<file path="config.mk">
export PLATFORM = sky130hd
export DESIGN_NAME = bus_info_block_regs
export DESIGN_NICKNAME = d
export VERILOG_FILES = /design/src/hw/bus_info_pkg.sv /design/src/hw/bus_info_block_regs.sv
export SDC_FILE = /design/constraint.sdc
export NUM_CORES = 1
export LEC_CHECK = 0
export ABC_AREA = 0
export BUFFER_PORTS_ARGS = -buffer_cell sky130_fd_sc_hd__buf_4
export CAP_MARGIN = 20
export CORE_UTILIZATION = 46
export DETAILED_ROUTE_END_ITERATION = 8
export PLACE_DENSITY = 0.88
export SLEW_MARGIN = 0
export SYNTH_ARGS = -nofsm -noshare
export SYNTH_HDL_FRONTEND = slang
export SYNTH_SLANG_ARGS = --single-unit
</file>
<file path="constraint.sdc">
create_clock -name i_clk -period 3.1 [get_ports i_clk]
set_clock_uncertainty 0.05 [all_clocks]
set_input_delay 0.93 -clock i_clk [delete_from_list [all_inputs] [get_ports i_clk]]
set_output_delay 0.93 -clock i_clk [all_outputs]
set_load 0.02 [all_outputs]
</file>
<file path="src/hw/bus_info_pkg.sv">
/*
  constants for the bus information block registers: offsets, field positions,
  reset values and fixed codes. assumes a 32-bit register port with byte offsets.
*/
package bus_info_pkg;

  localparam int          REG_ADDR_W         = 8;
  localparam logic [7:0]  BUS_ID_OFFSET      = 8'h1c;
  localparam logic [7:0]  BUS_OPTIONS_OFFSET = 8'h20;
  localparam logic [31:0] BUS_ID_VALUE       = 32'h3133_3934;

  localparam int          CAP_HI             = 31;
  localparam int          CAP_LO             = 27;
  localparam int          ACC_HI             = 23;
  localparam int          ACC_LO             = 16;
  localparam int          REC_HI             = 15;
  localparam int          REC_LO             = 12;
  localparam int          GEN_HI             = 7;
  localparam int          GEN_LO             = 6;
  localparam int          SPD_HI             = 2;
  localparam int          SPD_LO             = 0;

  localparam logic [4:0]  CAP_RESET          = 5'h00;
  localparam logic [7:0]  ACC_RESET          = 8'h00;
  localparam logic [3:0]  REC_RESET          = 4'ha;
  localparam logic [1:0]  GEN_RESET          = 2'h0;
  localparam logic [2:0]  LINK_SPEED_CODE    = 3'h2;
  localparam logic [3:0]  REC_MIN_CODE       = 4'h8;

endpackage

</file>
<file path="src/hw/bus_info_block_regs.sv">
/*
  bus identification and bus options words of the bus information block.
  assumes a single-cycle register port (read data one cycle after the read strobe),
  an asynchronous hard reset and a synchronous soft reset pulse on i_clk.
*/
// The strobed register port was chosen for this implementation.
`timescale 1ns/1ps
module bus_info_block_regs
  import bus_info_pkg::*;
(
  input  wire logic                  i_clk,
  input  wire logic                  i_reset,
  input  wire logic                  i_soft_reset,
  input  wire logic [REG_ADDR_W-1:0] i_addr,
  input  wire logic [31:0]           i_wdata,
  input  wire logic                  i_write,
  input  wire logic                  i_read,
  input  wire logic                  i_link_active_control,
  input  wire logic                  i_blk_wr_valid,
  input  wire logic [15:0]           i_blk_wr_len,
  output logic [31:0]                o_rdata,
  output logic [31:0]                o_bus_id_quadlet,
  output logic [31:0]                o_bus_options_quadlet,
  output logic [15:0]                o_max_rec_bytes,
  output logic                       o_blk_wr_too_long,
  output logic                       o_rec_code_invalid
);

  logic [4:0]  cap_flags;
  logic [7:0]  clk_accuracy;
  logic [3:0]  rec_code;
  logic [1:0]  gen_tally;
  logic [31:0] options_word;
  logic [15:0] next_max_bytes;
  logic        opt_write;

  assign opt_write = i_write && (i_addr == BUS_OPTIONS_OFFSET);

  // reserved ranges are constant zero, speed code fixed
  always_comb begin
    options_word                 = '0;
    options_word[CAP_HI:CAP_LO]  = cap_flags;
    options_word[ACC_HI:ACC_LO]  = clk_accuracy;
    options_word[REC_HI:REC_LO]  = rec_code;
    options_word[GEN_HI:GEN_LO]  = gen_tally;
    options_word[SPD_HI:SPD_LO]  = LINK_SPEED_CODE;
  end

  // codes above 14 would overflow 16 bits; saturate to the top value
  always_comb begin
    if (rec_code >= 4'hf) begin
      next_max_bytes = 16'hffff;
    end else begin
      next_max_bytes = 16'(17'h0_0002 << rec_code);
    end
  end

  // software fields; soft reset clears the option flags but not the size code
  always_ff @(posedge i_clk or posedge i_reset) begin
    if (i_reset) begin
      cap_flags    <= CAP_RESET;
      clk_accuracy <= ACC_RESET;
      gen_tally    <= GEN_RESET;
    end else if (i_soft_reset) begin
      cap_flags    <= CAP_RESET;
      clk_accuracy <= ACC_RESET;
      gen_tally    <= GEN_RESET;
    end else if (opt_write) begin
      cap_flags    <= i_wdata[CAP_HI:CAP_LO];
      clk_accuracy <= i_wdata[ACC_HI:ACC_LO];
      gen_tally    <= i_wdata[GEN_HI:GEN_LO];
    end
  end

  always_ff @(posedge i_clk or posedge i_reset) begin
    if (i_reset) begin
      rec_code <= REC_RESET;
    end else if (opt_write) begin
      rec_code <= i_wdata[REC_HI:REC_LO];
    end
  end

  // read port; unmapped offsets read zero, bus id is a constant
  always_ff @(posedge i_clk or posedge i_reset) begin
    if (i_reset) begin
      o_rdata <= '0;
    end else if (i_read) begin
      if (i_addr == BUS_ID_OFFSET) begin
        o_rdata <= BUS_ID_VALUE;
      end else if (i_addr == BUS_OPTIONS_OFFSET) begin
        o_rdata <= options_word;
      end else begin
        o_rdata <= '0;
      end
    end else begin
      o_rdata <= '0;
    end
  end

  always_ff @(posedge i_clk or posedge i_reset) begin
    if (i_reset) begin
      o_bus_id_quadlet      <= BUS_ID_VALUE;
      // outer quadlet shows the reset word, so the speed code is never missing
      o_bus_options_quadlet <= {CAP_RESET, 3'h0, ACC_RESET, REC_RESET, 4'h0, GEN_RESET, 3'h0,
                                LINK_SPEED_CODE};
      o_max_rec_bytes       <= 16'(17'h0_0002 << REC_RESET);
      o_rec_code_invalid    <= 1'b0;
    end else begin
      o_bus_id_quadlet      <= BUS_ID_VALUE;
      o_bus_options_quadlet <= options_word;
      o_max_rec_bytes       <= next_max_bytes;
      o_rec_code_invalid    <= i_link_active_control && (rec_code < REC_MIN_CODE);
    end
  end

  // flag is a hint to the receive logic, which decides whether to ack with a type error
  always_ff @(posedge i_clk or posedge i_reset) begin
    if (i_reset) begin
      o_blk_wr_too_long <= 1'b0;
    end else begin
      o_blk_wr_too_long <= i_blk_wr_valid && (i_blk_wr_len > next_max_bytes);
    end
  end

  property p_bus_id_read;
    @(posedge i_clk) disable iff (i_reset)
      (i_read && i_addr == BUS_ID_OFFSET) |=> (o_rdata == 32'h3133_3934);
  endproperty
  a_bus_id_read: assert property (p_bus_id_read) else $error("bus id read wrong");

  property p_opt_read;
    @(posedge i_clk) disable iff (i_reset)
      (i_read && i_addr == BUS_OPTIONS_OFFSET) |=> (o_rdata == o_bus_options_quadlet);
  endproperty
  a_opt_read: assert property (p_opt_read) else $error("options read mismatch");

  property p_reserved_zero;
    @(posedge i_clk) disable iff (i_reset)
      (i_read && i_addr == BUS_OPTIONS_OFFSET) |=>
      (o_rdata[26:24] == 3'h0) && (o_rdata[11:8] == 4'h0) && (o_rdata[5:3] == 3'h0);
  endproperty
  a_reserved_zero: assert property (p_reserved_zero) else $error("reserved bits set");

  property p_max_bytes;
    @(posedge i_clk) disable iff (i_reset)
      (rec_code == 4'h8) |=> (o_max_rec_bytes == 16'h0200);
  endproperty
  a_max_bytes: assert property (p_max_bytes) else $error("max bytes wrong");

  property p_hard_default;
    @(posedge i_clk) $fell(i_reset) |-> (rec_code == 4'ha);
  endproperty
  a_hard_default: assert property (p_hard_default) else $error("size code default");

  property p_soft_keeps;
    @(posedge i_clk) disable iff (i_reset)
      (i_soft_reset && !opt_write) |=> (rec_code == $past(rec_code));
  endproperty
  a_soft_keeps: assert property (p_soft_keeps) else $error("soft reset hit size code");

  property p_too_long;
    @(posedge i_clk) disable iff (i_reset)
      (i_blk_wr_valid && i_blk_wr_len > next_max_bytes) |=> o_blk_wr_too_long;
  endproperty
  a_too_long: assert property (p_too_long) else $error("long write not flagged");

  property p_speed;
    @(posedge i_clk) disable iff (i_reset)
      ##1 (o_bus_options_quadlet[2:0] == 3'h2);
  endproperty
  a_speed: assert property (p_speed) else $error("speed code wrong");

  property p_ro_ignored;
    @(posedge i_clk) disable iff (i_reset)
      (i_write && i_addr == BUS_ID_OFFSET) ##1 (i_read && i_addr == BUS_ID_OFFSET)
      |=> (o_rdata == BUS_ID_VALUE);
  endproperty
  a_ro_ignored: assert property (p_ro_ignored) else $error("bus id changed");

  // read data stand one cycle only; other offsets read zero
  property p_rdata_idle;
    @(posedge i_clk) disable iff (i_reset)
      !i_read |=> (o_rdata == 32'h0000_0000);
  endproperty
  a_rdata_idle: assert property (p_rdata_idle) else $error("read data when idle");

  property p_unmapped_read;
    @(posedge i_clk) disable iff (i_reset)
      (i_read && i_addr != BUS_ID_OFFSET && i_addr != BUS_OPTIONS_OFFSET) |=>
      (o_rdata == 32'h0000_0000);
  endproperty
  a_unmapped_read: assert property (p_unmapped_read) else $error("stray read data");

  property p_opt_fields_read;
    @(posedge i_clk) disable iff (i_reset)
      (i_read && i_addr == BUS_OPTIONS_OFFSET) |=>
      (o_rdata[CAP_HI:CAP_LO] == $past(cap_flags)) &&
      (o_rdata[ACC_HI:ACC_LO] == $past(clk_accuracy)) &&
      (o_rdata[REC_HI:REC_LO] == $past(rec_code)) &&
      (o_rdata[GEN_HI:GEN_LO] == $past(gen_tally));
  endproperty
  a_opt_fields_read: assert property (p_opt_fields_read) else $error("options field read");

  property p_read_speed;
    @(posedge i_clk) disable iff (i_reset)
      (i_read && i_addr == BUS_OPTIONS_OFFSET) |=> (o_rdata[SPD_HI:SPD_LO] == 3'h2);
  endproperty
  a_read_speed: assert property (p_read_speed) else $error("speed code read");

  // outer quadlets hold at every cycle outside hard reset
  property p_bus_id_quadlet;
    @(posedge i_clk) disable iff (i_reset)
      (o_bus_id_quadlet == 32'h3133_3934);
  endproperty
  a_bus_id_quadlet: assert property (p_bus_id_quadlet) else $error("bus id quadlet");

  property p_quadlet_reserved;
    @(posedge i_clk) disable iff (i_reset)
      (o_bus_options_quadlet[26:24] == 3'h0) && (o_bus_options_quadlet[11:8] == 4'h0) &&
      (o_bus_options_quadlet[5:3] == 3'h0);
  endproperty
  a_quadlet_reserved: assert property (p_quadlet_reserved) else $error("quadlet reserved");

  property p_quadlet_fields;
    @(posedge i_clk) disable iff (i_reset)
      1'b1 |=> (o_bus_options_quadlet[CAP_HI:CAP_LO] == $past(cap_flags)) &&
               (o_bus_options_quadlet[ACC_HI:ACC_LO] == $past(clk_accuracy)) &&
               (o_bus_options_quadlet[REC_HI:REC_LO] == $past(rec_code)) &&
               (o_bus_options_quadlet[GEN_HI:GEN_LO] == $past(gen_tally));
  endproperty
  a_quadlet_fields: assert property (p_quadlet_fields) else $error("quadlet fields");

  // size code moves only on a write, soft reset or not
  property p_rec_write;
    @(posedge i_clk) disable iff (i_reset)
      opt_write |=> (rec_code == $past(i_wdata[REC_HI:REC_LO]));
  endproperty
  a_rec_write: assert property (p_rec_write) else $error("size code write");

  property p_rec_hold;
    @(posedge i_clk) disable iff (i_reset)
      !opt_write |=> (rec_code == $past(rec_code));
  endproperty
  a_rec_hold: assert property (p_rec_hold) else $error("size code moved");

  property p_soft_clears;
    @(posedge i_clk) disable iff (i_reset)
      i_soft_reset |=> (cap_flags == CAP_RESET) && (clk_accuracy == ACC_RESET) &&
                       (gen_tally == GEN_RESET);
  endproperty
  a_soft_clears: assert property (p_soft_clears) else $error("soft reset fields");

  property p_write_lands;
    @(posedge i_clk) disable iff (i_reset)
      (opt_write && !i_soft_reset) |=>
      (cap_flags == $past(i_wdata[CAP_HI:CAP_LO])) &&
      (clk_accuracy == $past(i_wdata[ACC_HI:ACC_LO])) &&
      (gen_tally == $past(i_wdata[GEN_HI:GEN_LO]));
  endproperty
  a_write_lands: assert property (p_write_lands) else $error("options write lost");

  property p_max_bytes_zero;
    @(posedge i_clk) disable iff (i_reset)
      (rec_code == 4'h0) |=> (o_max_rec_bytes == 16'h0002);
  endproperty
  a_max_bytes_zero: assert property (p_max_bytes_zero) else $error("max bytes code 0");

  property p_max_bytes_top;
    @(posedge i_clk) disable iff (i_reset)
      (rec_code == 4'hf) |=> (o_max_rec_bytes == 16'hffff);
  endproperty
  a_max_bytes_top: assert property (p_max_bytes_top) else $error("max bytes code 15");

  property p_max_bytes_default;
    @(posedge i_clk) disable iff (i_reset)
      (rec_code == 4'ha) |=> (o_max_rec_bytes == 16'h0800);
  endproperty
  a_max_bytes_default: assert property (p_max_bytes_default) else $error("max bytes 2048");

  property p_hard_outputs;
    @(posedge i_clk) $fell(i_reset) |->
      (o_max_rec_bytes == 16'h0800) && (o_bus_options_quadlet[REC_HI:REC_LO] == 4'ha);
  endproperty
  a_hard_outputs: assert property (p_hard_outputs) else $error("outputs after reset");

  // status flags follow their inputs one cycle later
  property p_no_flag;
    @(posedge i_clk) disable iff (i_reset)
      !(i_blk_wr_valid && i_blk_wr_len > next_max_bytes) |=> !o_blk_wr_too_long;
  endproperty
  a_no_flag: assert property (p_no_flag) else $error("false long write flag");

  property p_code_invalid;
    @(posedge i_clk) disable iff (i_reset)
      (i_link_active_control && rec_code < 4'h8) |=> o_rec_code_invalid;
  endproperty
  a_code_invalid: assert property (p_code_invalid) else $error("small code missed");

  property p_code_valid;
    @(posedge i_clk) disable iff (i_reset)
      (!i_link_active_control || rec_code >= 4'h8) |=> !o_rec_code_invalid;
  endproperty
  a_code_valid: assert property (p_code_valid) else $error("false small code");

  c_opt_write: cover property (@(posedge i_clk) disable iff (i_reset) opt_write);
  c_id_read: cover property (@(posedge i_clk) disable iff (i_reset)
    i_read && i_addr == BUS_ID_OFFSET);
  c_too_long: cover property (@(posedge i_clk) disable iff (i_reset) o_blk_wr_too_long);
  c_soft: cover property (@(posedge i_clk) disable iff (i_reset) i_soft_reset);
  c_soft_write: cover property (@(posedge i_clk) disable iff (i_reset)
    i_soft_reset && opt_write);

endmodule

</file>
==> run_results.csv <==
group,metric,value,unit
outcome,status,"finished clean",
cells_and_area,drive_gt1_frac,0.3537,
floorplanning,coreArea,7253,um^2
synthesis,synth_top_area_cell,"dfrtp_1",
setup_path,crit_required,3.31,ns
clock_network,clk_pin_slew_worst_paths,0.09,ns
power,switchingPower,0.5256,mW
power,peakVddDrop,0.2261,mV
placement,io_buffers,112,
setup_path,worstPathMaxFanout,17,
cells_and_area,final_common_cell,"buf_4",
synthesis,synth_ff_type,"dfrtp_1",
clock_network,h-tree-depth,3,
global_route,grt_antenna_before_repair,0,
power,clockPowerShare,0.377,
setup_path,setup.worst_path.start_class,"flop",
setup_path,critPathArrivalTime,2.63,ns
global_route,grt_overflow,0,
floorplanning,start_util,0.4782,
clock_network,cts_root_buf,"clkbuf_8",
sta,timing.final.crit_share,0.7833,
synthesis,syn-mean-instance-area,11.76,um^2
sta,fmax,411.8,MHz
global_route,grt_max_degree,41,
floorplanning,die-area,7891,um^2
global_route,track_usage,0.1638,
power,swShare,0.2615,
setup_path,crit_type,"flop to flop",
power,p_int,1.484,mW
floorplanning,num_rows,31,
synthesis,yosys.cell_types.count,38,
global_route,grt_pass1_vias,2056,
sta,period_needed,2.428,ns
clock_network,cts_buffers,9,
route,drc_errors,0,
route,drt_iter0_drc,109,
cells_and_area,syn_to_final_growth,26.30,%
synthesis,synth_top_area_share,0.5195,
placement,gp_congestion,0.8253,
route,detail_route.first_pass.iterations,4,
synthesis,seq_area_frac_synth,0.5574,
setup_path,worstSetupEndpointType,"flop",
cells_and_area,final_cell_mix,"buf_4, dfrtp_1, conb_1, nor2_1, inv_1",
route,wirelength,6456,um
synthesis,syn_inst,295,
synthesis,async_flop_share,1.000,
power,p_leak,2.551,nW
clock_network,clkLatencyLatePin,0.33,ns
sta,hold_viol_final,0,
sta,rsz0062_at_grt,"false",
sta,setup_viol,0,
clock_network,cts_resized,0,
sta,finalMaxSlewViolations,0,
floorplanning,die_h,88.83,um
power,totalPowerFinal,2.010,mW
floorplanning,ioPinCount,177,
sta,setup_tns,0,ns
synthesis,netlist_area,3468,um^2
route,via_count,2306,
power,p_comb_frac,0.109,
route,routedWlPerCell,12.68,um
route,antenna_left,0,
clock_network,clock_path_buffers,2,
synthesis,synth-seq-cells,77,
flow_run,cap_violations,0,
clock_network,clock_sinks,77,
synthesis,synthTopCellsByArea,"dfrtp_1, buf_4, ha_1",
floorplanning,die_x,88.83,um
cells_and_area,nets,484,
placement,dp_hpwl,4802,um
clock_network,cts_hold_buf,0,
route,via_per_inst,4.530,
clock_network,tritoncts,"yes",
synthesis,yosysWarnings,0,
global_route,grt_pass1_wl,9556,um
synthesis,synth-edff-count,0,
cells_and_area,diodes,0,
power,power_frac_seq,0.513,
clock_network,cts_setup_buffers,0,
worst_hold_path,hold_class,"flop to flop",
power,p_per_area,458.8,nW/um^2
[metrics by stage]
step / hold WS [ns] / utilization / setup WS [ns] / instances / instance area (um^2)
after floorplan: 0.3033 / - / 0.1616 / 344 / 3652
after global placement: 0.3227 / 0.5755 / 0.7921 / 493 / 4174
after detailed placement: 0.3251 / 0.5755 / 0.7316 / 493 / 4174
after CTS: 0.3387 / 0.6039 / 0.7185 / 509 / 4380
after global routing: 0.3578 / 0.6039 / 0.5147 / 509 / 4380
final: 0.3434 / 0.6039 / 0.6717 / 509 / 4380
[flip-flops by register name, summed over array words and instances (netlist names)]
signal and count:
gen_tally 2, o_blk_wr_too_long 1, o_rec_code_invalid 1, cap_flags 5, o_rdata 21, o_max_rec_bytes 16, clk_accuracy 8, rec_code 4
o_bus_options_quadlet 19
[cells by family after synthesis]
family,after synthesis,share of synthesized area
buffers and inverters,84,0.1594
DFF,77,0.5574
and+or+nand+nor,64,0.1025
AOI/OAI and AO/OA,30,0.05700
muxes,19,0.05627
adders and majority gates,16,0.05772
xor gates and xnor gates,3,0.007577
other,2,0.002165
[layout make-up]
class,instances,area (um^2)
fill,560,2873
clock inverter,7,82.58
tap,99,123.9
sequential,77,1933
timing repair buffer,116,883.3
clock buffer,9,123.9
multi-input combinational,183,1166
inverter,18,67.56
[power by group through the flow]
stage          Combinational (mW)  Sequential [mW]  Clock, mW
2_1_floorplan               0.175             1.06          0
3_3_place_gp                0.214             1.05          0
3_5_place_dp                0.220             1.05          0
4_1_cts                     0.221             1.03      0.776
5_1_grt                     0.242             1.03      0.818
6_report                    0.220             1.03      0.758
[routing by layer]
layer | wire length, um | GRT usage | part of all wire
met5 | 0 | 0 | 0
met4 | 93 | 0.06012 | 0.014
met3 | 442 | 0.04198 | 0.068
met2 | 3254 | 0.2804 | 0.50
met1 | 2665 | 0.1998 | 0.41
[worst paths after layout]
path                                                  endpoint  cells past startpoint  slack (ns)                   startpoint
max reg2reg                        o_blk_wr_too_long$_DFF_PP0_                      8        0.67      rec_code[1]$_DFFE_PP1P_
min reg2reg                o_bus_options_quadlet[23]$_DFF_PP0_                      0        0.34  clk_accuracy[7]$_DFFE_PP0P_
max in group asynchronous              rec_code[3]$_DFFE_PP1P_                      3        1.79                      i_reset
min                        o_bus_options_quadlet[23]$_DFF_PP0_                      0        0.34  clk_accuracy[7]$_DFFE_PP0P_
min in group asynchronous                o_rdata[23]$_DFF_PP0_                      2        0.56                      i_reset
max                                o_blk_wr_too_long$_DFF_PP0_                      8        0.67      rec_code[1]$_DFFE_PP1P_
[synth_stat cells, types with 5 or more instances]
| library cell | instances |
|---|---|
| clkbuf_1 | 5 |
| inv_1 | 18 |
| mux2i_1 | 15 |
| nand2_1 | 8 |
| nor2_1 | 21 |
| dfrtp_1 | 72 |
| nand3_1 | 7 |
| a21oi_1 | 9 |
| a21o_1 | 9 |
| buf_4 | 56 |
| dfstp_2 | 5 |
| ha_1 | 16 |
| and2_1 | 11 |
[worst max-delay path, cell delays in order (launching register included)]
cell	delay [ns]
dfstp_2	0.72
nand2_1	0.11
nor2_1	0.28
a21oi_1	0.11
ha_1	0.31
nor2b_1	0.12
o211ai_1	0.11
a2111o_1	0.38
a31oi_1	0.17
(Power assumes the default switching activity.)
